===== config.mk =====
export PLATFORM = sky130hd
export DESIGN_NAME = esrb_bank
export DESIGN_NICKNAME = d
export VERILOG_FILES = /design/src/rtl/esrb_pkg.sv /design/src/rtl/esrb_standby_timer.sv /design/src/rtl/esrb_bank.sv
export VERILOG_INCLUDE_DIRS = /design/src /design/src/rtl
export SDC_FILE = /design/constraint.sdc
export NUM_CORES = 1
export LEC_CHECK = 0
export ABC_AREA = 0
export BUFFER_PORTS_ARGS = -buffer_cell sky130_fd_sc_hd__buf_2
export CORE_MARGIN = 2
export CORE_UTILIZATION = 60
export CTS_CLUSTER_SIZE = 24
export DETAILED_ROUTE_END_ITERATION = 12
export PLACE_DENSITY_LB_ADDON = 0.08
export SETUP_SLACK_MARGIN = 0.2
export SLEW_MARGIN = 15
export SYNTH_ARGS = -nofsm -noshare
export SYNTH_HDL_FRONTEND = slang
export SYNTH_SLANG_ARGS = --single-unit

===== constraint.sdc =====
create_clock -name i_clk -period 6.45 [get_ports i_clk]
set_input_delay 0.9675 -clock i_clk [delete_from_list [all_inputs] [get_ports i_clk]]
set_output_delay 0.9675 -clock i_clk [all_outputs]
set_load 0.03 [all_outputs]

===== src/rtl/esrb_cfg.svh =====
// register offsets, field positions, reset values and codes of the bank
`ifndef ESRB_CFG_SVH
`define ESRB_CFG_SVH
`define ESRB_OFS_IDENT      8'hD0
`define ESRB_OFS_SRST       8'hE0
`define ESRB_OFS_HUMCTL     8'hF2
`define ESRB_OFS_FLAGS      8'hF3
`define ESRB_OFS_ACQCTL     8'hF4
`define ESRB_OFS_CFG        8'hF5
`define ESRB_OFS_BARO_H     8'hF7
`define ESRB_OFS_BARO_M     8'hF8
`define ESRB_OFS_BARO_L     8'hF9
`define ESRB_OFS_THERM_H    8'hFA
`define ESRB_OFS_THERM_M    8'hFB
`define ESRB_OFS_THERM_L    8'hFC
`define ESRB_OFS_MOIST_H    8'hFD
`define ESRB_OFS_MOIST_L    8'hFE
`define ESRB_SRST_KEY       8'hB6
`define ESRB_RST_CTL        8'h00
`define ESRB_RST_BARO       20'h80000
`define ESRB_RST_MOIST      16'h8000
`define ESRB_FLAG_BUSY_BIT  3
`define ESRB_FLAG_COPY_BIT  0
`define ESRB_COPY_CYCLES    8'h10
`define ESRB_NOW_RATE_HZ    50000000
`endif


===== src/rtl/esrb_pkg.sv =====
// types of the sensor register bank
package esrb_pkg;
    typedef enum logic [1:0]
    {
        ESRB_SLEEP  = 2'h0,
        ESRB_FORCED = 2'h1,
        ESRB_NORMAL = 2'h3
    } esrb_mode_type;
    typedef enum logic [1:0]
    {
        ESRB_ST_IDLE = 2'h0,
        ESRB_ST_COPY = 2'h1,
        ESRB_ST_CONV = 2'h3,
        ESRB_ST_WAIT = 2'h2
    } esrb_state_type;
endpackage


===== src/rtl/esrb_standby_timer.sv =====
// standby timer that times the gap between normal-mode cycles
`include "esrb_cfg.svh"
module esrb_standby_timer
    import esrb_pkg::*;
#(
    parameter int unsigned TICK_DIV = 25000
)
(
    input  wire logic       i_clk,
    input  wire logic       i_arst_n,
    input  wire logic       i_start,
    input  wire logic [2:0] i_sel,
    output logic            o_done
);
    // ========================================================
    // half-millisecond tick and count of ticks
    logic [15:0] div_q;
    logic [11:0] cnt_q;
    logic        run_q;
    logic        tick;
    logic [11:0] limit;
    assign tick = (div_q == 16'(TICK_DIV - 1));
    // standby length in 0.5 ms steps
    always_comb
    begin
        case (i_sel)
            3'h0:    limit = 12'h001;
            3'h1:    limit = 12'h07D;
            3'h2:    limit = 12'h0FA;
            3'h3:    limit = 12'h1F4;
            3'h4:    limit = 12'h3E8;
            3'h5:    limit = 12'h7D0;
            3'h6:    limit = 12'h014;
            default: limit = 12'h028;
        endcase
    end
    // divider and counter
    always_ff @(posedge i_clk or negedge i_arst_n)
    begin
        if (!i_arst_n)
        begin
            div_q  <= 16'h0000;
            cnt_q  <= 12'h000;
            run_q  <= 1'b0;
            o_done <= 1'b0;
        end
        else
        begin
            o_done <= 1'b0;
            if (i_start)
            begin
                div_q <= 16'h0000;
                cnt_q <= 12'h000;
                run_q <= 1'b1;
            end
            else if (run_q)
            begin
                div_q <= tick ? 16'h0000 : div_q + 16'h0001;
                if (tick)
                begin
                    if (cnt_q + 12'h001 >= limit)
                    begin
                        run_q  <= 1'b0;
                        o_done <= 1'b1;
                    end
                    cnt_q <= cnt_q + 12'h001;
                end
            end
        end
    end
endmodule // esrb_standby_timer


===== src/rtl/esrb_bank.sv =====
// register bank of the humidity, pressure and temperature sensor
`include "esrb_cfg.svh"
// Operation
// RQ1: identification byte readable right after reset
// RQ2: key 0xB6 to reset word resets all
// RQ3: other values to reset word ignored
// RQ4: reset word always reads zero
// RQ5: humidity setting applies on acquisition write
// RQ6: humidity code 000 skips, gives 0x8000
// RQ7: busy flag while converting until results stored
// RQ8: copy flag during image copy, before conversions
// RQ9: acquisition fields temp, pressure, mode
// RQ10: pressure/temperature code 000 skips, 0x80000
// RQ11: mode 00 sleep, 01/10 forced, 11 normal
// RQ12: config writes ignored in normal mode
// RQ13: standby select sets normal-mode gap
// RQ14: filter select decodes off,2,4,8,16
// RQ15: config bit 0 selects three-wire interface
// RQ16: pressure result split over three bytes
// RQ17: temperature result split over three bytes
// RQ18: humidity result split over two bytes
// RQ19: all registers eight bits wide
// RQ20: unused bits read zero, ignore writes
module esrb_bank
    import esrb_pkg::*;
#(
    parameter logic [7:0]  IDENT_VALUE = 8'h5A, // arbitrary value
    parameter int unsigned TICK_DIV    = 25000
)
(
    input  wire logic        i_clk,
    input  wire logic        i_arst_n,
    input  wire logic        i_wr,
    input  wire logic        i_rd,
    input  wire logic [7:0]  i_addr,
    input  wire logic [7:0]  i_wdata,
    input  wire logic        i_res_valid,
    input  wire logic [19:0] i_raw_baro,
    input  wire logic [19:0] i_raw_temperature_word,
    input  wire logic [15:0] i_raw_humidity_word,
    output logic [7:0]       o_rdata,
    output logic             o_conv_start,
    output logic [2:0]       o_os_hum,
    output logic [2:0]       o_os_baro,
    output logic [2:0]       o_os_therm,
    output logic [2:0]       o_filter_coef,
    output logic             o_three_wire_select
);
    // ========================================================
    // soft reset and register storage
    logic          srst;
    logic [2:0]    humctl_q;
    logic [2:0]    hum_live_q;
    logic [7:0]    acq_q;
    logic [7:0]    cfg_q;
    logic [19:0]   baro_q;
    logic [19:0]   therm_q;
    logic [15:0]   moist_q;
    esrb_state_type st_q;
    logic [7:0]    copy_cnt_q;
    logic          busy_flag_q;
    logic          image_copy_flag_q;
    logic          sb_done;
    logic          sb_start;
    logic          acq_wr;
    esrb_mode_type mode;
    // key write performs the full reset; other values ignored
    assign srst = i_wr && i_addr == `ESRB_OFS_SRST
               && i_wdata == `ESRB_SRST_KEY; // RQ2 RQ3
    assign acq_wr = i_wr && i_addr == `ESRB_OFS_ACQCTL;
    // mode 01 and 10 both forced
    always_comb
    begin
        case (acq_q[1:0]) // RQ11
            2'h0:    mode = ESRB_SLEEP;
            2'h3:    mode = ESRB_NORMAL;
            default: mode = ESRB_FORCED;
        endcase
    end

    // ========================================================
    // control registers
    always_ff @(posedge i_clk or negedge i_arst_n)
    begin
        if (!i_arst_n)
        begin
            humctl_q   <= 3'h0;
            hum_live_q <= 3'h0;
            acq_q      <= `ESRB_RST_CTL;
            cfg_q      <= `ESRB_RST_CTL;
        end
        else if (srst)
        begin
            humctl_q   <= 3'h0;
            hum_live_q <= 3'h0;
            acq_q      <= `ESRB_RST_CTL;
            cfg_q      <= `ESRB_RST_CTL;
        end
        else if (i_wr)
        begin
            if (i_addr == `ESRB_OFS_HUMCTL)
                humctl_q <= i_wdata[2:0]; // RQ20
            if (acq_wr)
            begin
                acq_q      <= i_wdata; // RQ9
                hum_live_q <= humctl_q; // RQ5
            end
            if (i_addr == `ESRB_OFS_CFG && mode != ESRB_NORMAL)
                cfg_q <= {i_wdata[7:2], 1'b0, i_wdata[0]}; // RQ12 RQ20
        end
    end

    // ========================================================
    // copy and conversion sequencer
    assign sb_start = (st_q == ESRB_ST_CONV) && i_res_valid
                   && mode == ESRB_NORMAL;
    always_ff @(posedge i_clk or negedge i_arst_n)
    begin
        if (!i_arst_n)
        begin
            st_q              <= ESRB_ST_COPY;
            copy_cnt_q        <= 8'h00;
            busy_flag_q       <= 1'b0;
            image_copy_flag_q <= 1'b1;
            o_conv_start      <= 1'b0;
        end
        else if (srst)
        begin
            st_q              <= ESRB_ST_COPY;
            copy_cnt_q        <= 8'h00;
            busy_flag_q       <= 1'b0;
            image_copy_flag_q <= 1'b1; // RQ8
            o_conv_start      <= 1'b0;
        end
        else
        begin
            o_conv_start <= 1'b0;
            case (st_q)
                ESRB_ST_IDLE:
                begin
                    if (acq_wr && i_wdata[1:0] != 2'h0)
                    begin
                        st_q              <= ESRB_ST_COPY;
                        copy_cnt_q        <= 8'h00;
                        image_copy_flag_q <= 1'b1; // RQ8
                        busy_flag_q       <= 1'b1; // RQ7
                    end
                end
                ESRB_ST_COPY:
                begin
                    copy_cnt_q <= copy_cnt_q + 8'h01;
                    if (copy_cnt_q == `ESRB_COPY_CYCLES - 8'h01)
                    begin
                        image_copy_flag_q <= 1'b0; // RQ8
                        if (busy_flag_q)
                        begin
                            st_q         <= ESRB_ST_CONV;
                            o_conv_start <= 1'b1;
                        end
                        else
                            st_q <= ESRB_ST_IDLE;
                    end
                end
                ESRB_ST_CONV:
                begin
                    if (i_res_valid)
                    begin
                        busy_flag_q <= 1'b0; // RQ7
                        if (mode == ESRB_NORMAL)
                            st_q <= ESRB_ST_WAIT;
                        else
                        begin
                            st_q  <= ESRB_ST_IDLE;
                        end
                    end
                end
                ESRB_ST_WAIT:
                begin
                    if (mode != ESRB_NORMAL)
                        st_q <= ESRB_ST_IDLE;
                    else if (sb_done)
                    begin
                        st_q              <= ESRB_ST_COPY;
                        copy_cnt_q        <= 8'h00;
                        image_copy_flag_q <= 1'b1;
                        busy_flag_q       <= 1'b1;
                    end
                end
                default: st_q <= ESRB_ST_IDLE;
            endcase
        end
    end

    // standby gap between normal-mode cycles
    esrb_standby_timer #(
        .TICK_DIV (TICK_DIV)
    ) u_standby (
        .i_clk    (i_clk),
        .i_arst_n (i_arst_n),
        .i_start  (sb_start),
        .i_sel    (cfg_q[7:5]), // RQ13
        .o_done   (sb_done)
    );

    // ========================================================
    // result registers, skipped channels forced to midscale
    always_ff @(posedge i_clk or negedge i_arst_n)
    begin
        if (!i_arst_n)
        begin
            baro_q  <= `ESRB_RST_BARO;
            therm_q <= `ESRB_RST_BARO;
            moist_q <= `ESRB_RST_MOIST;
        end
        else if (srst)
        begin
            baro_q  <= `ESRB_RST_BARO;
            therm_q <= `ESRB_RST_BARO;
            moist_q <= `ESRB_RST_MOIST;
        end
        else if (st_q == ESRB_ST_CONV && i_res_valid)
        begin
            baro_q  <= (acq_q[4:2] == 3'h0) ? `ESRB_RST_BARO
                                           : i_raw_baro; // RQ10
            therm_q <= (acq_q[7:5] == 3'h0) ? `ESRB_RST_BARO
                                           : i_raw_temperature_word;
            moist_q <= (hum_live_q == 3'h0) ? `ESRB_RST_MOIST
                                           : i_raw_humidity_word; // RQ6
        end
    end

    // ========================================================
    // decoded settings to the measurement engine
    always_ff @(posedge i_clk or negedge i_arst_n)
    begin
        if (!i_arst_n)
        begin
            o_os_hum            <= 3'h0;
            o_os_baro           <= 3'h0;
            o_os_therm          <= 3'h0;
            o_filter_coef       <= 3'h0;
            o_three_wire_select <= 1'b0;
        end
        else
        begin
            // codes above 101 clamp to x16 (code 101)
            o_os_hum   <= (hum_live_q > 3'h5) ? 3'h5 : hum_live_q; // RQ6
            o_os_baro  <= (acq_q[4:2] > 3'h5) ? 3'h5
                                             : acq_q[4:2]; // RQ10
            o_os_therm <= (acq_q[7:5] > 3'h5) ? 3'h5
                                             : acq_q[7:5]; // RQ10
            // codes above 100 clamp to coefficient 16
            o_filter_coef <= (cfg_q[4:2] > 3'h4) ? 3'h4
                                                : cfg_q[4:2]; // RQ14
            o_three_wire_select <= cfg_q[0]; // RQ15
        end
    end

    // ========================================================
    // read mux, registered
    always_ff @(posedge i_clk or negedge i_arst_n)
    begin
        if (!i_arst_n)
            o_rdata <= 8'h00;
        else if (i_rd)
        begin
            case (i_addr) // RQ19
                `ESRB_OFS_IDENT:   o_rdata <= IDENT_VALUE; // RQ1
                `ESRB_OFS_SRST:    o_rdata <= 8'h00; // RQ4
                `ESRB_OFS_HUMCTL:  o_rdata <= {5'h00, humctl_q}; // RQ20
                `ESRB_OFS_FLAGS:   o_rdata <= {4'h0, busy_flag_q, 2'h0,
                                              image_copy_flag_q};
                `ESRB_OFS_ACQCTL:  o_rdata <= acq_q;
                `ESRB_OFS_CFG:     o_rdata <= cfg_q;
                `ESRB_OFS_BARO_H:  o_rdata <= baro_q[19:12]; // RQ16
                `ESRB_OFS_BARO_M:  o_rdata <= baro_q[11:4];
                `ESRB_OFS_BARO_L:  o_rdata <= {baro_q[3:0], 4'h0};
                `ESRB_OFS_THERM_H: o_rdata <= therm_q[19:12]; // RQ17
                `ESRB_OFS_THERM_M: o_rdata <= therm_q[11:4];
                `ESRB_OFS_THERM_L: o_rdata <= {therm_q[3:0], 4'h0};
                `ESRB_OFS_MOIST_H: o_rdata <= moist_q[15:8]; // RQ18
                `ESRB_OFS_MOIST_L: o_rdata <= moist_q[7:0];
                default:           o_rdata <= 8'h00;
            endcase
        end
    end
endmodule // esrb_bank


; ---- Word level (Yosys, flattened, before mapping)
; Index checks and enable logic that the tools add are counted.
[classes]
addsub = 3
magnitude_cmp = 5
eq_ne = 35
mux = 69
n_reduce_logical = 31
[ops]
columns = cell, count
row1 = "8-bit equality test, second input constant", 15
row2 = 20-bit two-way mux, 6
row3 = 8-bit case mux with 13 select lines, 1
row4 = 16-bit two-way mux, 6
row5 = 8-bit two-way mux, 10
row6 = 11-bit case mux with 7 select lines, 1
row7 = 12-bit two-way mux, 3
row8 = 3-bit two-way mux, 10
row9 = 8-bit case mux with 3 select lines, 1
row10 = 1-bit two-way mux, 19
row11 = "16-bit by 1-bit adder with 16-bit output, second input constant", 1
row12 = "16-bit by 15-bit equality test with 1-bit output, second input constant", 1
row13 = 2-bit two-way mux, 8
row14 = 2-bit nonzero test, 8
row15 = "12-bit by 1-bit adder with 12-bit output, second input constant", 1
row16 = 12-bit by 11-bit greater-or-equal comparator with 1-bit output, 1
row17 = "3-bit greater-than comparator, second input constant", 4
row18 = 3-bit zero test, 4
row19 = "3-bit != test, second input constant", 4
row20 = 5-bit AND reduction, 2
row21 = "3-bit equality test, second input constant", 3
row22 = "8-bit by 1-bit adder with 8-bit output, second input constant", 1
row23 = "2-bit equality test, second input constant", 4
row24 = "8-bit by 4-bit equality test with 1-bit output, second input constant", 1
row25 = other kinds (14), 28
[totals]
register_bits = 142
word_cells = 165

; ---- Depth between registers and ports, before layout
; Gate-level depths: netlist of the first run.
[logic_depth]
ltp_word = 7
ltp_mapped = 10

; ---- By module
; Synthesis of the first run repeated with hierarchy kept, for this count alone.
[unflattened]
cells_unflattened = 686
area_unflattened_um2 = 7229.4
[modules_own_cells]
columns = mod, instances, cells_per_inst, area_each_um2
row1 = esrb_bank, 1, 462, 5231.3
row2 = esrb_standby_timer, 1, 224, 1998.2

; ---- Worst setup path after synthesis of the first run
; Ideal clock, no wire load.
[synth_path]
path_type = in2reg
start = input port i_addr[1]
end = register baro_q[0]
t_arrival_ns = 2.224
path_slack_ns = 4.105
cell_stages = 8
n_path_buf = 3
cell_sequence = or2_1 > buf_2 > nor3_2 > and3_1 > buf_4 > nor2_2 > buf_2 > a22o_1
[synth_between]
elab_chain_cells = 4
word_cells_on_any_way = 5
cone_classes = eq/ne: 1 / mux: 1 / reduce/logical: 3
[synth_lines]
columns = item, line
row1 = from (decl), esrb_bank.sv:35  ; input wire logic [7:0] i_addr,
row2 = 8-bit equality test (no source line) *, --
row3 = 1-bit logical AND (no source line) * (2 in a row), --
row4 = 20-bit two-way mux / 2-bit nonzero test (equally long branches), --
row5 = to (signal assigned), esrb_bank.sv:211  ; baro_q <= `ESRB_RST_BARO;
row6 = to (signal assigned), esrb_bank.sv:217  ; baro_q <= `ESRB_RST_BARO;
row7 = to (signal assigned), esrb_bank.sv:223  ; baro_q <= (acq_q[4:2] == 3'h0) ? `ESRB_RST_BARO
row8 = to (decl), esrb_bank.sv:56  ; logic [19:0] baro_q;
; Every way passes the cells marked *; elsewhere a longest branch is shown, timed or not.
; A chain may end at the register's enable or synchronous reset.

; ---- Worst setup path in the final report of the first run
[layout_path]
start = input port i_addr[2]
end = register therm_q[0]
[layout_between]
elab_chain_cells = 4
word_cells_on_any_way = 5
cone_classes = eq/ne: 1 / mux: 1 / reduce/logical: 3
[layout_lines]
columns = item, line
row1 = 8-bit equality test (no source line) *, --
row2 = 1-bit logical AND (no source line) * (2 in a row), --
row3 = 20-bit two-way mux / 2-bit nonzero test (equally long branches), --
row4 = to (signal assigned), esrb_bank.sv:212  ; therm_q <= `ESRB_RST_BARO;
row5 = to (signal assigned), esrb_bank.sv:218  ; therm_q <= `ESRB_RST_BARO;
row6 = to (signal assigned), esrb_bank.sv:225  ; therm_q <= (acq_q[7:5] == 3'h0) ? `ESRB_RST_BARO
row7 = to (decl), esrb_bank.sv:57  ; logic [19:0] therm_q;
; Marks and branches as above.

==> results of run 1 <==
[worst paths after layout]
check	slack, ns	endpoint	depth (start not counted)
worst max-delay path	3.40	therm_q[0]$_DFFE_PN0P_	7
worst min-delay path	0.46	o_three_wire_select$_DFF_PN0_	0
worst max register to register	3.98	u_standby.o_done$_DFF_PN0_	8
worst min register to register	0.46	o_three_wire_select$_DFF_PN0_	0
max in group asynchronous	4.50	o_os_hum[1]$_DFF_PN0_	2
min in group asynchronous	0.51	u_standby.cnt_q[8]$_DFFE_PN0P_	1
[placed cells by master, fill, tap and decap left out, types with 7 or more instances in the layout]
cell type and n:
nor2b_1 12, inv_1 15, and3_1 19, xnor2_1 16
nor4_1 7, a31oi_1 7, a21o_1 11, a32o_1 13
clkbuf_16 17, ha_1 16, nand2_1 49, o21ai_0 21
mux2i_1 12, nor2_1 34, dfrtp_1 136, mux2_2 12
nor3_1 15, a22o_1 59, a22oi_1 9, nand3b_1 9
a21oi_1 25, nand3_1 34, xor2_1 9, nand4_1 12
buf_2 97, nand2b_1 13
[area by class of cell]
type / instances / area [sq um] / area share (%)
well taps: 143 / 179 / 2.14
repair buffers: 102 / 539 / 6.46
multi-input cells: 488 / 3410 / 40.9
clock buffers: 21 / 460 / 5.51
flip-flops and latches: 141 / 3530 / 42.3
clock inverters: 11 / 165 / 1.98
inverters: 15 / 56.3 / 0.674
[flip-flops by register name, summed over array words and instances (netlist names), 2 cells and up]
name             cells
acq_q                8
baro_q              20
cfg_q                7
copy_cnt_q           8
hum_live_q           3
humctl_q             3
moist_q             16
o_filter_coef        3
o_os_baro            3
o_os_hum             3
o_os_therm           3
o_rdata              8
st_q                 2
therm_q             20
u_standby.cnt_q     12
u_standby.div_q     16
[logic make-up (layout without fill, tap and decap cells)]
| logic type | Yosys count | count (layout) | share of synthesized area [%] |
|---|---|---|---|
| AO/OA/AOI/OAI | 185 | 185 | 19.6 |
| XOR/XNOR | 25 | 25 | 3.05 |
| adder cells (fa/ha/maj) | 16 | 16 | 2.79 |
| buffers and inverters | 55 | 149 | 3.38 |
| flip-flops | 141 | 141 | 49.3 |
| multiplexers | 24 | 24 | 3.56 |
| AND/OR/NAND/NOR | 238 | 238 | 18.3 |
[power groups by stage]
stage | Combinational [mW] | Clock (mW) | Sequential, mW
6_report | 0.137 | 1.04 | 0.924
5_1_grt | 0.152 | 1.09 | 0.925
4_1_cts | 0.136 | 1.06 | 0.923
3_5_place_dp | 0.135 | 0 | 0.939
3_3_place_gp | 0.130 | 0 | 0.937
2_1_floorplan | 0.0652 | 0 | 0.937
[layer usage]
layer	wire (um)	GRT usage (%)	up-vias	part of all wire [%]
met3	1710	9.91	26	8.9
met2	8960	47.2	305	46
met5	0	0	-	0
li1	-	-	2735	-
met4	294	8.29	0	1.5
met1	8380	44.2	3050	43
==> results by group, run 1 <==
Finish
  • Antenna diode count: 0
  • Share of cells above drive strength 1: 21.5%
  • Post-route non-filler standard cell count: 921
  • Fillers: 885
  • Layout area overhead: 16.4%
  • Final #Nets: 858
  • Final Core Density: between 70 and 80%
  • Final Instance Area: approximately 8300 sq um

Clock tree
  • CTS Hold Bufs: 0
  • Clock slew at reported path FFs: 0.06 ns
  • Clock latency on the worst-skew pair: 0.43 ns
  • CTS H-Tree Depth: 4
  • Post-CTS Setup Inserts: 0
  • CTS Root Buffer Type: clkbuf_16
  • Resize count post-CTS: 0
  • CTS Buffer Depth: 2
  • CTS sink count: roughly 140
  • CTS tree: yes
  • Num CTS Buffers: 17

Global route
  • Total track usage: a little under a third
  • Number of global-route vias before repair: between 5,000 and 6,000
  • Largest net degree at the start of global routing: slightly above 80
  • GRT overflow: 0
  • First-pass GRT wire length: 31.1 mm
  • Initial antenna violation count: 0

Logic synthesis
  • Post-synth EDFFs: 0
  • Most frequent cell after synthesis: dfrtp_1
  • Top post-synthesis cells by count: dfrtp_1 (136), a22o_1 (59), nand2_1 (49)
  • Cell count after synthesis: between 600 and 700
  • Synth top area cells: dfrtp_1 (47%), a22o_1 (7.2%), ha_1 (2.8%)
  • Flop and latch count out of synthesis: 141
  • Post-synth cell types: ~70
  • Syn Nets: just under 800
  • Avg Cell Area, Syn: 10.5 sq um
  • Post-synth ARST share: 100%
  • Main flop type after synthesis: dfrtp_1
  • Post-synth top area share: roughly 47%
  • Ys Warns: 0
  • Yosys top cell by area: dfrtp_1
  • Sequential area share after synthesis: 49.3%
  • Cell Area, Synth: 7170 sq um

Placed design
  • Area post-placement: 7700 sq um
  • Port bufs: 98
  • Gpl congestion: 0.896
  • Dpl cells: 888
  • Final HPWL DP: 13.3 mm
  • Pre-CTS WS: 2.78 ns

Routing
  • Vias per std cell: 6.64
  • DRT iter0 DRCs: 830
  • DR vias: approximately 6,000
  • TritonRoute pass-1 iters: 5
  • Detail Route Antenna Nets: 0
  • DRC: 0
  • Wirelength per Cell: 21.0 um
  • WL final: between 15 and 20 mm

Floorplanning
  • Top Ports: 99
  • Starting Density: 62.0%
  • Die Wd: between 100 and 150 um
  • Core Area: roughly 12,000 sq um
  • Die area: 12,800 sq um
  • # rows: 39
  • Die height: 113 um

Power and ir drop
  • Sw power: 0.483 mW
  • Leakage: 3.99 nW
  • Combinational share of power: about 6.5%
  • Sw Share: 23.0%
  • Flop pwr share: 43.9%
  • Clock share of power: 49.6%
  • Peak VDD IR: 0.195 mV
  • P_int: 1.62 mW
  • Overall Power: 2.10 mW
  • Pwr/cell area: 252 nW/um^2

Worst setup path
  • Crit path from: i_addr[2]
  • Max incr delay on CP: 0.64 ns
  • Crit path capture type: flop
  • CP max-delay cell: nor3_2
  • Required @ worst endpoint: a little under 7 ns
  • Critical Path Start Type: input port
  • CP delay by family, top: simple AND/OR/NAND/NOR gates
  • CP Cell Sequence: buf_2 > nor2_1 > and2_1 > and3_1 > nor3_2 > buf_4 > a22o_1
  • CP arrival: 3.42 ns
  • Reg2reg start: cfg_q[7]$_DFFE_PN0P_
  • CP bufs+invs: 2
  • CP max FO: 33
  • Crit path kind: in -> reg

STA
  • Final WS setup: 3.40 ns
  • Layout Skew: between 0.007 and 0.008 ns
  • Worst Tran Pin Value: between 1 and 1.5 ns
  • Fmax: approximately 0.33 GHz
  • Final setup viols: 0
  • Final period utilization: between 40% and 50%
  • Final Hold Viols: 0
  • RSZ-0062 raised after global routing: no
  • Fin Setup TNS: 0 ns
  • Slew margin rel.: a little under a third
  • WHS: 0.458 ns
  • Pins Over Slew Limit: 0
  • Fin crit period: 3.05 ns

Hold path
  • Worst Hold Class: reg -> reg
  • Worst hold start: cfg_q[0]$_DFFE_PN0P_

Flow run
  • Max Cap Viol: 0

Outcome
  • Outcome: complete, no violations
(Power assumes the default switching activity.)
==> run 2, diff against run 1 <==
CORE_UTILIZATION = 58   (was 60)
clock period = 3 ns   (was 6.45 ns; I/O delays follow)
==> results by group, run 2 (same netlist as run 1, synthesis figures left out) <==
Finish
  • Most frequent cells in the layout: dfrtp_1 (136), buf_2 (97), a22o_1 (59)
  • Register Area: 3530 sq um (unchanged)
  • Layout area overhead: 18.8%
  • Multi-input logic area: 3410 sq um (-0.18%)
  • Most common cell after layout, fill and taps aside: dfrtp_1
  • Final #Nets: 874 (+1.9%)
  • Fillers: 917 (+3.6%)
  • Share of cells above drive strength 1: 23.2% (+1.7 points)
  • Biggest regs: baro_q x20, therm_q x20

Placed design
  • Gpl congestion: 0.976 (+8.9%)
  • Final HPWL DP: 13.8 mm (+3.4%)
  • Port bufs: 98 (unchanged)

Worst setup path
  • CP delay by family, top: compound AO/OA/AOI/OAI gates
  • CP most frequent cell: ha_1
  • Critical Path Start Type: flop
  • CP bufs+invs: 1 (-1)
  • CP arrival: 2.73 ns (-0.69 ns)
  • CP max-delay cell: dfrtp_1
  • Crit path kind: reg -> reg
  • Crit path capture type: flop
  • CP max FO: 9 (-73%)
  • Required @ worst endpoint: 3.30 ns (-3.52 ns)
  • CP Cell Sequence: inv_1 > ha_1 > ha_1 > nand2b_1 > a2111o_1 > a31oi_1 > o211ai_1 > and3_1
  • Max incr delay on CP: 0.52 ns (-0.12 ns)

Clock tree
  • CTS tree: yes
  • CTS Root Buffer Type: clkbuf_16
  • Clock slew at reported path FFs: 0.06 ns (about the same)
  • CTS Buffer Depth: 2 (unchanged)
  • CTS H-Tree Depth: 4 (unchanged)
  • Clock latency on the worst-skew pair: 0.42 ns (about the same)
  • CTS sink count: 141 (unchanged)
  • Num CTS Buffers: 17 (unchanged)
  • Resize count post-CTS: 0 (unchanged)
  • CTS Hold Bufs: 0 (unchanged)
  • Post-CTS Setup Inserts: 0 (unchanged)

Routing
  • Vias per std cell: 6.33 (-4.6%)
  • WL final: 19.4 mm (+0.49%)
  • DR vias: 6,106 (-0.16%)
  • TritonRoute pass-1 iters: 5 (unchanged)
  • DRT iter0 DRCs: 766 (-7.7%)
  • Wirelength per Cell: 20.2 um (-4.0%)
  • Detail Route Antenna Nets: 0 (unchanged)
  • DRC: 0 (unchanged)

STA
  • Final setup viols: 0 (unchanged)
  • Final period utilization: 80.8%
  • Fin crit period: 2.42 ns
  • Slew margin rel.: 46.2% (+15 points)
  • Final Hold Viols: 0 (unchanged)
  • WHS: 0.0497 ns (-0.408 ns)
  • RSZ-0062 raised after global routing: no
  • Pins Over Slew Limit: 0 (unchanged)
  • Fin Setup TNS: 0 ns (unchanged)
  • Layout Skew: 0.0146 ns (+0.00669 ns)
  • Worst Tran Pin Value: 0.801 ns (-0.228 ns)
  • Fmax: 0.412 GHz

Floorplanning
  • Die height: 115 um (+1.7%)
  • # rows: 40 (+2.6%)
  • Die Wd: 115 um (+1.7%)
  • Core Area: 12,100 sq um (+4.3%)
  • Die area: 13,300 sq um (+3.3%)
  • Top Ports: 99 (unchanged)
  • Starting Density: 59.5% (-2.6 points)

Global route
  • Number of global-route vias before repair: 6,036 (+2.7%)
  • Largest net degree at the start of global routing: 79 (-3.7%)
  • Total track usage: 30.7% (-0.55 points)
  • First-pass GRT wire length: 31.4 mm (+1.2%)
  • Initial antenna violation count: 2 (+2)
  • GRT overflow: 0 (unchanged)

Hold path
  • Worst Hold Class: in -> async

Power and ir drop
  • Pwr/cell area: 542 nW/um^2 (+120%)
  • Peak VDD IR: 0.402 mV (+110%)
  • Leakage: 4.07 nW (+2.0%)

Flow run
  • Max Cap Viol: 0 (unchanged)

Outcome
  • Outcome: complete, no violations
run 2: cell count changes in the layout (fill, tap and decap cells not counted), moves of 2 or more:
cell	before	now
buf_4	3	20
clkinv_4	2	4
clkinv_2	4	1
diode_2	0	2
run 2: report_power, final:
part	total, mW	leakage (nW)	internal, mW	switching, mW
clock network	2.33	0.314	1.50	0.829
logic	0.299	1.88	0.118	0.181
registers	1.98	1.88	1.94	0.0421
run 2: final timing paths:
| check | depth (start not counted) | to | slack, ns | from |
|---|---|---|---|---|
| worst max register to register | 8 | u_standby.o_done$_DFF_PN0_ | 0.58 | cfg_q[6]$_DFFE_PN0P_ |
| worst min register to register | 0 | o_three_wire_select$_DFF_PN0_ | 0.45 | cfg_q[0]$_DFFE_PN0P_ |
| worst max-delay path | 8 | u_standby.o_done$_DFF_PN0_ | 0.58 | cfg_q[6]$_DFFE_PN0P_ |
| max in group asynchronous | 2 | baro_q[19]$_DFFE_PN1P_ | 2.07 | i_arst_n |
| min in group i_clk | 3 | moist_q[15]$_DFFE_PN1P_ | 0.23 | i_raw_humidity_word[15] |
| worst min-delay path | 1 | u_standby.cnt_q[7]$_DFFE_PN0P_ | 0.05 | i_arst_n |
run 2: layout make-up:
class	instances	area share, %
Antenna cell	2	0.0588
Timing Repair Buffer	118	7.59
Inverter	15	0.661
Sequential cell	141	41.5
Multi-Input combinational cell	488	40.0
Tap cell	168	2.47
Clock inverter	13	2.51
Clock buffer	19	5.20
run 2: metrics by stage:
stage          worst slack (ns)  utilization [%]  cells  instance area [sq um]  total power, mW
6_report                  0.575             70.6    964                   8520             4.62
5_1_grt                   0.414             70.6    964                   8520             4.77
4_1_cts                   0.602             70.6    962                   8510             4.63
3_5_place_dp              0.519             65.1    930                   7860             2.31
3_3_place_gp              0.582             65.1    930                   7860             2.30
2_1_floorplan             0.773                -    684                   7170             2.15
run 2: metal layers:
layer	track usage (%)	vias to the layer above	wire length [um]
met3	8.22	25	1520
met4	9.88	0	261
met2	44.2	274	8750
met1	45.5	3046	8910
met5	0	-	0
li1	-	2761	-
run 2: worst reg2reg max path: stages, from the launching register on:
cell and delay (ns):
dfrtp_1 0.52, inv_1 0.17, ha_1 0.24, ha_1 0.27
nand2b_1 0.14, a2111o_1 0.41, a31oi_1 0.21, o211ai_1 0.14
and3_1 0.21
==> run 3, diff against run 2 <==
ABC_AREA = 1   (was 0)
clock period = 2.4 ns   (was 3 ns; I/O delays follow)
==> results by group, run 3 <==
Finish
  • Most frequent cells in the layout: nand2_1 (280), dfrtp_1 (133), inv_1 (126)
  • Multi-input logic area: 3430 sq um (+0.51%)
  • Antenna diode count: 0 (-2)
  • Final #Nets: 1,174 (+34%)
  • Share of cells above drive strength 1: 19.5% (-3.7 points)
  • Layout area overhead: 19.7%
  • Register Area: 3540 sq um (+0.11%)
  • Most common cell after layout, fill and taps aside: nand2_1
  • Biggest regs: baro_q x20, therm_q x20
  • Final Instance Area: 8980 sq um (+5.4%)
  • Fillers: 1,042 (+14%)

STA
  • Fin Setup TNS: 0 ns (unchanged)
  • Pins Over Slew Limit: 0 (unchanged)
  • Final setup viols: 0 (unchanged)
  • Final WS setup: 0.171 ns (-0.404 ns)
  • Fin crit period: 2.23 ns (-0.196 ns)
  • WHS: 0.150 ns (+0.101 ns)
  • Layout Skew: 0.00596 ns (-0.00868 ns)
  • RSZ-0062 raised after global routing: yes
  • Slew margin rel.: 64.4% (+18 points)
  • Worst Tran Pin Value: 0.533 ns (-0.268 ns)
  • Fmax: 0.449 GHz (+8.8%)
  • Final Hold Viols: 0 (unchanged)
  • Final period utilization: 92.9% (+12 points)

Floorplanning
  • Core Area: 12,600 sq um (+4.6%)
  • Top Ports: 99 (unchanged)
  • Starting Density: 59.5% (about the same)
  • # rows: 41 (+2.5%)
  • Die height: 118 um (+2.2%)
  • Die Wd: 118 um (+2.2%)
  • Die area: 13,900 sq um (+4.5%)

Routing
  • WL final: 18.9 mm (-2.6%)
  • Vias per std cell: 5.38 (-15%)
  • Wirelength per Cell: 15.0 um (-26%)
  • TritonRoute pass-1 iters: 6 (+1)
  • Detail Route Antenna Nets: 0 (unchanged)
  • DRT iter0 DRCs: 566 (-26%)
  • DRC: 0 (unchanged)
  • DR vias: 6,809 (+12%)

Logic synthesis
  • Main flop type after synthesis: dfrtp_1
  • Cell Area, Synth: 7510 sq um (+4.7%)
  • Avg Cell Area, Syn: 7.75 sq um (-26%)
  • Post-synth ARST share: 100% (unchanged)
  • Syn Nets: 1,062 (+37%)
  • Sequential area share after synthesis: 47.1% (-2.2 points)
  • Yosys top cell by area: dfrtp_1
  • Top post-synthesis cells by count: nand2_1 (286), dfrtp_1 (136), inv_1 (129)
  • Ys Warns: 0 (unchanged)
  • Post-synth EDFFs: 0 (unchanged)
  • Synth top area cells: dfrtp_1 (45%), nand2_1 (14%), inv_1 (6.5%)
  • Most frequent cell after synthesis: nand2_1
  • Cell count after synthesis: 969 (+42%)
  • Flop and latch count out of synthesis: 141 (unchanged)
  • Post-synth cell types: 46 (-35%)
  • Post-synth top area share: 45.3% (-2.1 points)

Placed design
  • Pre-CTS WS: 0.195 ns (-0.325 ns)
  • Final HPWL DP: 13.5 mm (-1.6%)
  • Gpl congestion: 0.890 (-8.7%)
  • Area post-placement: 8230 sq um (+4.8%)
  • Port bufs: 98 (unchanged)

Clock tree
  • CTS sink count: 141 (unchanged)
  • Num CTS Buffers: 17 (unchanged)
  • Clock slew at reported path FFs: 0.06 ns (about the same)
  • CTS H-Tree Depth: 4 (unchanged)
  • CTS Buffer Depth: 2 (unchanged)
  • CTS tree: yes
  • Clock latency on the worst-skew pair: 0.42 ns (about the same)
  • CTS Root Buffer Type: clkbuf_16

Worst setup path
  • CP Cell Sequence: nand2_2 > nor2_4 > nand3_2 > nor2_4 > nand2_2 > xor2_2 > ha_1 > a21o_1 > a21oi_2 > o211ai_1 > inv_1 > nand2_2 > nand2_1 > nor2_1
  • CP arrival: 2.54 ns (-0.19 ns)
  • Max incr delay on CP: 0.43 ns (-0.09 ns)
  • Critical Path Start Type: flop
  • CP max-delay cell: dfrtp_1
  • Crit path kind: reg -> reg
  • Crit path capture type: flop
  • CP bufs+invs: 1 (unchanged)
  • Required @ worst endpoint: 2.71 ns (-0.59 ns)
  • CP most frequent cell: nand2_2
  • CP max FO: 3 (-6)
  • CP delay by family, top: simple AND/OR/NAND/NOR gates

Global route
  • Total track usage: 27.9% (-2.8 points)
  • Largest net degree at the start of global routing: 58 (-27%)
  • GRT overflow: 0 (unchanged)
  • Number of global-route vias before repair: 6,415 (+6.3%)
  • First-pass GRT wire length: 31.0 mm (-1.5%)
  • Initial antenna violation count: 0 (-2)

Outcome
  • Outcome: complete, no violations

Flow run
  • Max Cap Viol: 0 (unchanged)

Power and ir drop
  • Overall Power: 7.81 mW (+69%)
  • Leakage: 4.52 nW (+11%)
  • Pwr/cell area: 869 nW/um^2 (+60%)
  • Peak VDD IR: 0.668 mV (+66%)

Hold path
  • Worst Hold Class: in -> reg
[run 3: worst paths after layout]
path	start	end	slack, ns	cells past startpoint
setup reg to reg	u_standby.cnt_q[1]$_DFFE_PN0P_	u_standby.o_done$_DFF_PN0_	0.17	14
min in group asynchronous	i_arst_n	copy_cnt_q[6]$_DFFE_PN0P_	0.46	2
setup / recovery	u_standby.cnt_q[1]$_DFFE_PN0P_	u_standby.o_done$_DFF_PN0_	0.17	14
max in group asynchronous	i_arst_n	moist_q[15]$_DFFE_PN1P_	1.20	3
hold reg to reg	cfg_q[0]$_DFFE_PN0P_	o_three_wire_select$_DFF_PN0_	0.40	0
hold / removal	i_raw_baro[19]	baro_q[19]$_DFFE_PN1P_	0.15	3
[run 3: layout make-up]
cell class | instances | area share [%]
flip-flops and latches | 141 | 39.4
clock buffers | 18 | 4.78
repair buffers | 121 | 7.90
multi-input cells | 669 | 38.1
inverters | 131 | 5.52
clock inverters | 14 | 1.88
well taps | 172 | 2.40
[run 3: logic make-up (layout without fill, tap and decap cells)]
logic type      count (synthesis)  after routing  share of synthesized area, %
simple gates                  475            475                          26.9
fa+ha+maj                      16             16                          2.67
mux                             1              1                         0.150
compound gates                165            165                          12.9
flops                         141            141                          47.1
xor+xnor                       12             12                          1.40
buf+inv                       159            284                          8.93
[run 3: worst register-to-register path, stage by stage, from the launching register on]
cell and delay, ns:
dfrtp_1 0.43, nand2_2 0.10, nor2_4 0.14, nand3_2 0.12, nor2_4 0.15, nand2_2 0.07, xor2_2 0.16, ha_1 0.31
a21o_1 0.18, a21oi_2 0.13, o211ai_1 0.10, inv_1 0.07, nand2_2 0.06, nand2_1 0.06, nor2_1 0.04
[run 3: through the flow]
stage	instances	util [%]
after floorplan	969	-
after global placement	1230	65.2
after detailed placement	1230	65.2
after CTS	1263	70.1
after global routing	1266	71.2
final	1266	71.2
[run 3: repair_timing]
| item | in CTS | in global routing |
|---|---|---|
| hold endpoints to repair | 50 | 0 |
| setup buffers | 0 | 3 |
| resized for setup | 2 | 29 |
| setup endpoints to repair | 2 | 2 |
| pin swaps | 0 | 11 |
| hold buffers | 1 | 0 |
[run 3: power by group]
part / total [mW] / switching (mW) / leakage (nW) / internal [mW]
clock network: 2.66 / 1.02 / 0.290 / 1.63
registers: 3.37 / 0.338 / 1.70 / 3.03
logic: 1.78 / 1.12 / 2.52 / 0.661
[run 3: layer usage]
metal | global-route usage [%] | part of all wire [%] | vias to the layer above
met5 | 0 | 0 | -
met4 | 10.2 | 1.8 | 0
met3 | 5.72 | 5.8 | 27
met2 | 43.0 | 48 | 216
met1 | 39.3 | 45 | 3212
li1 | - | - | 3354
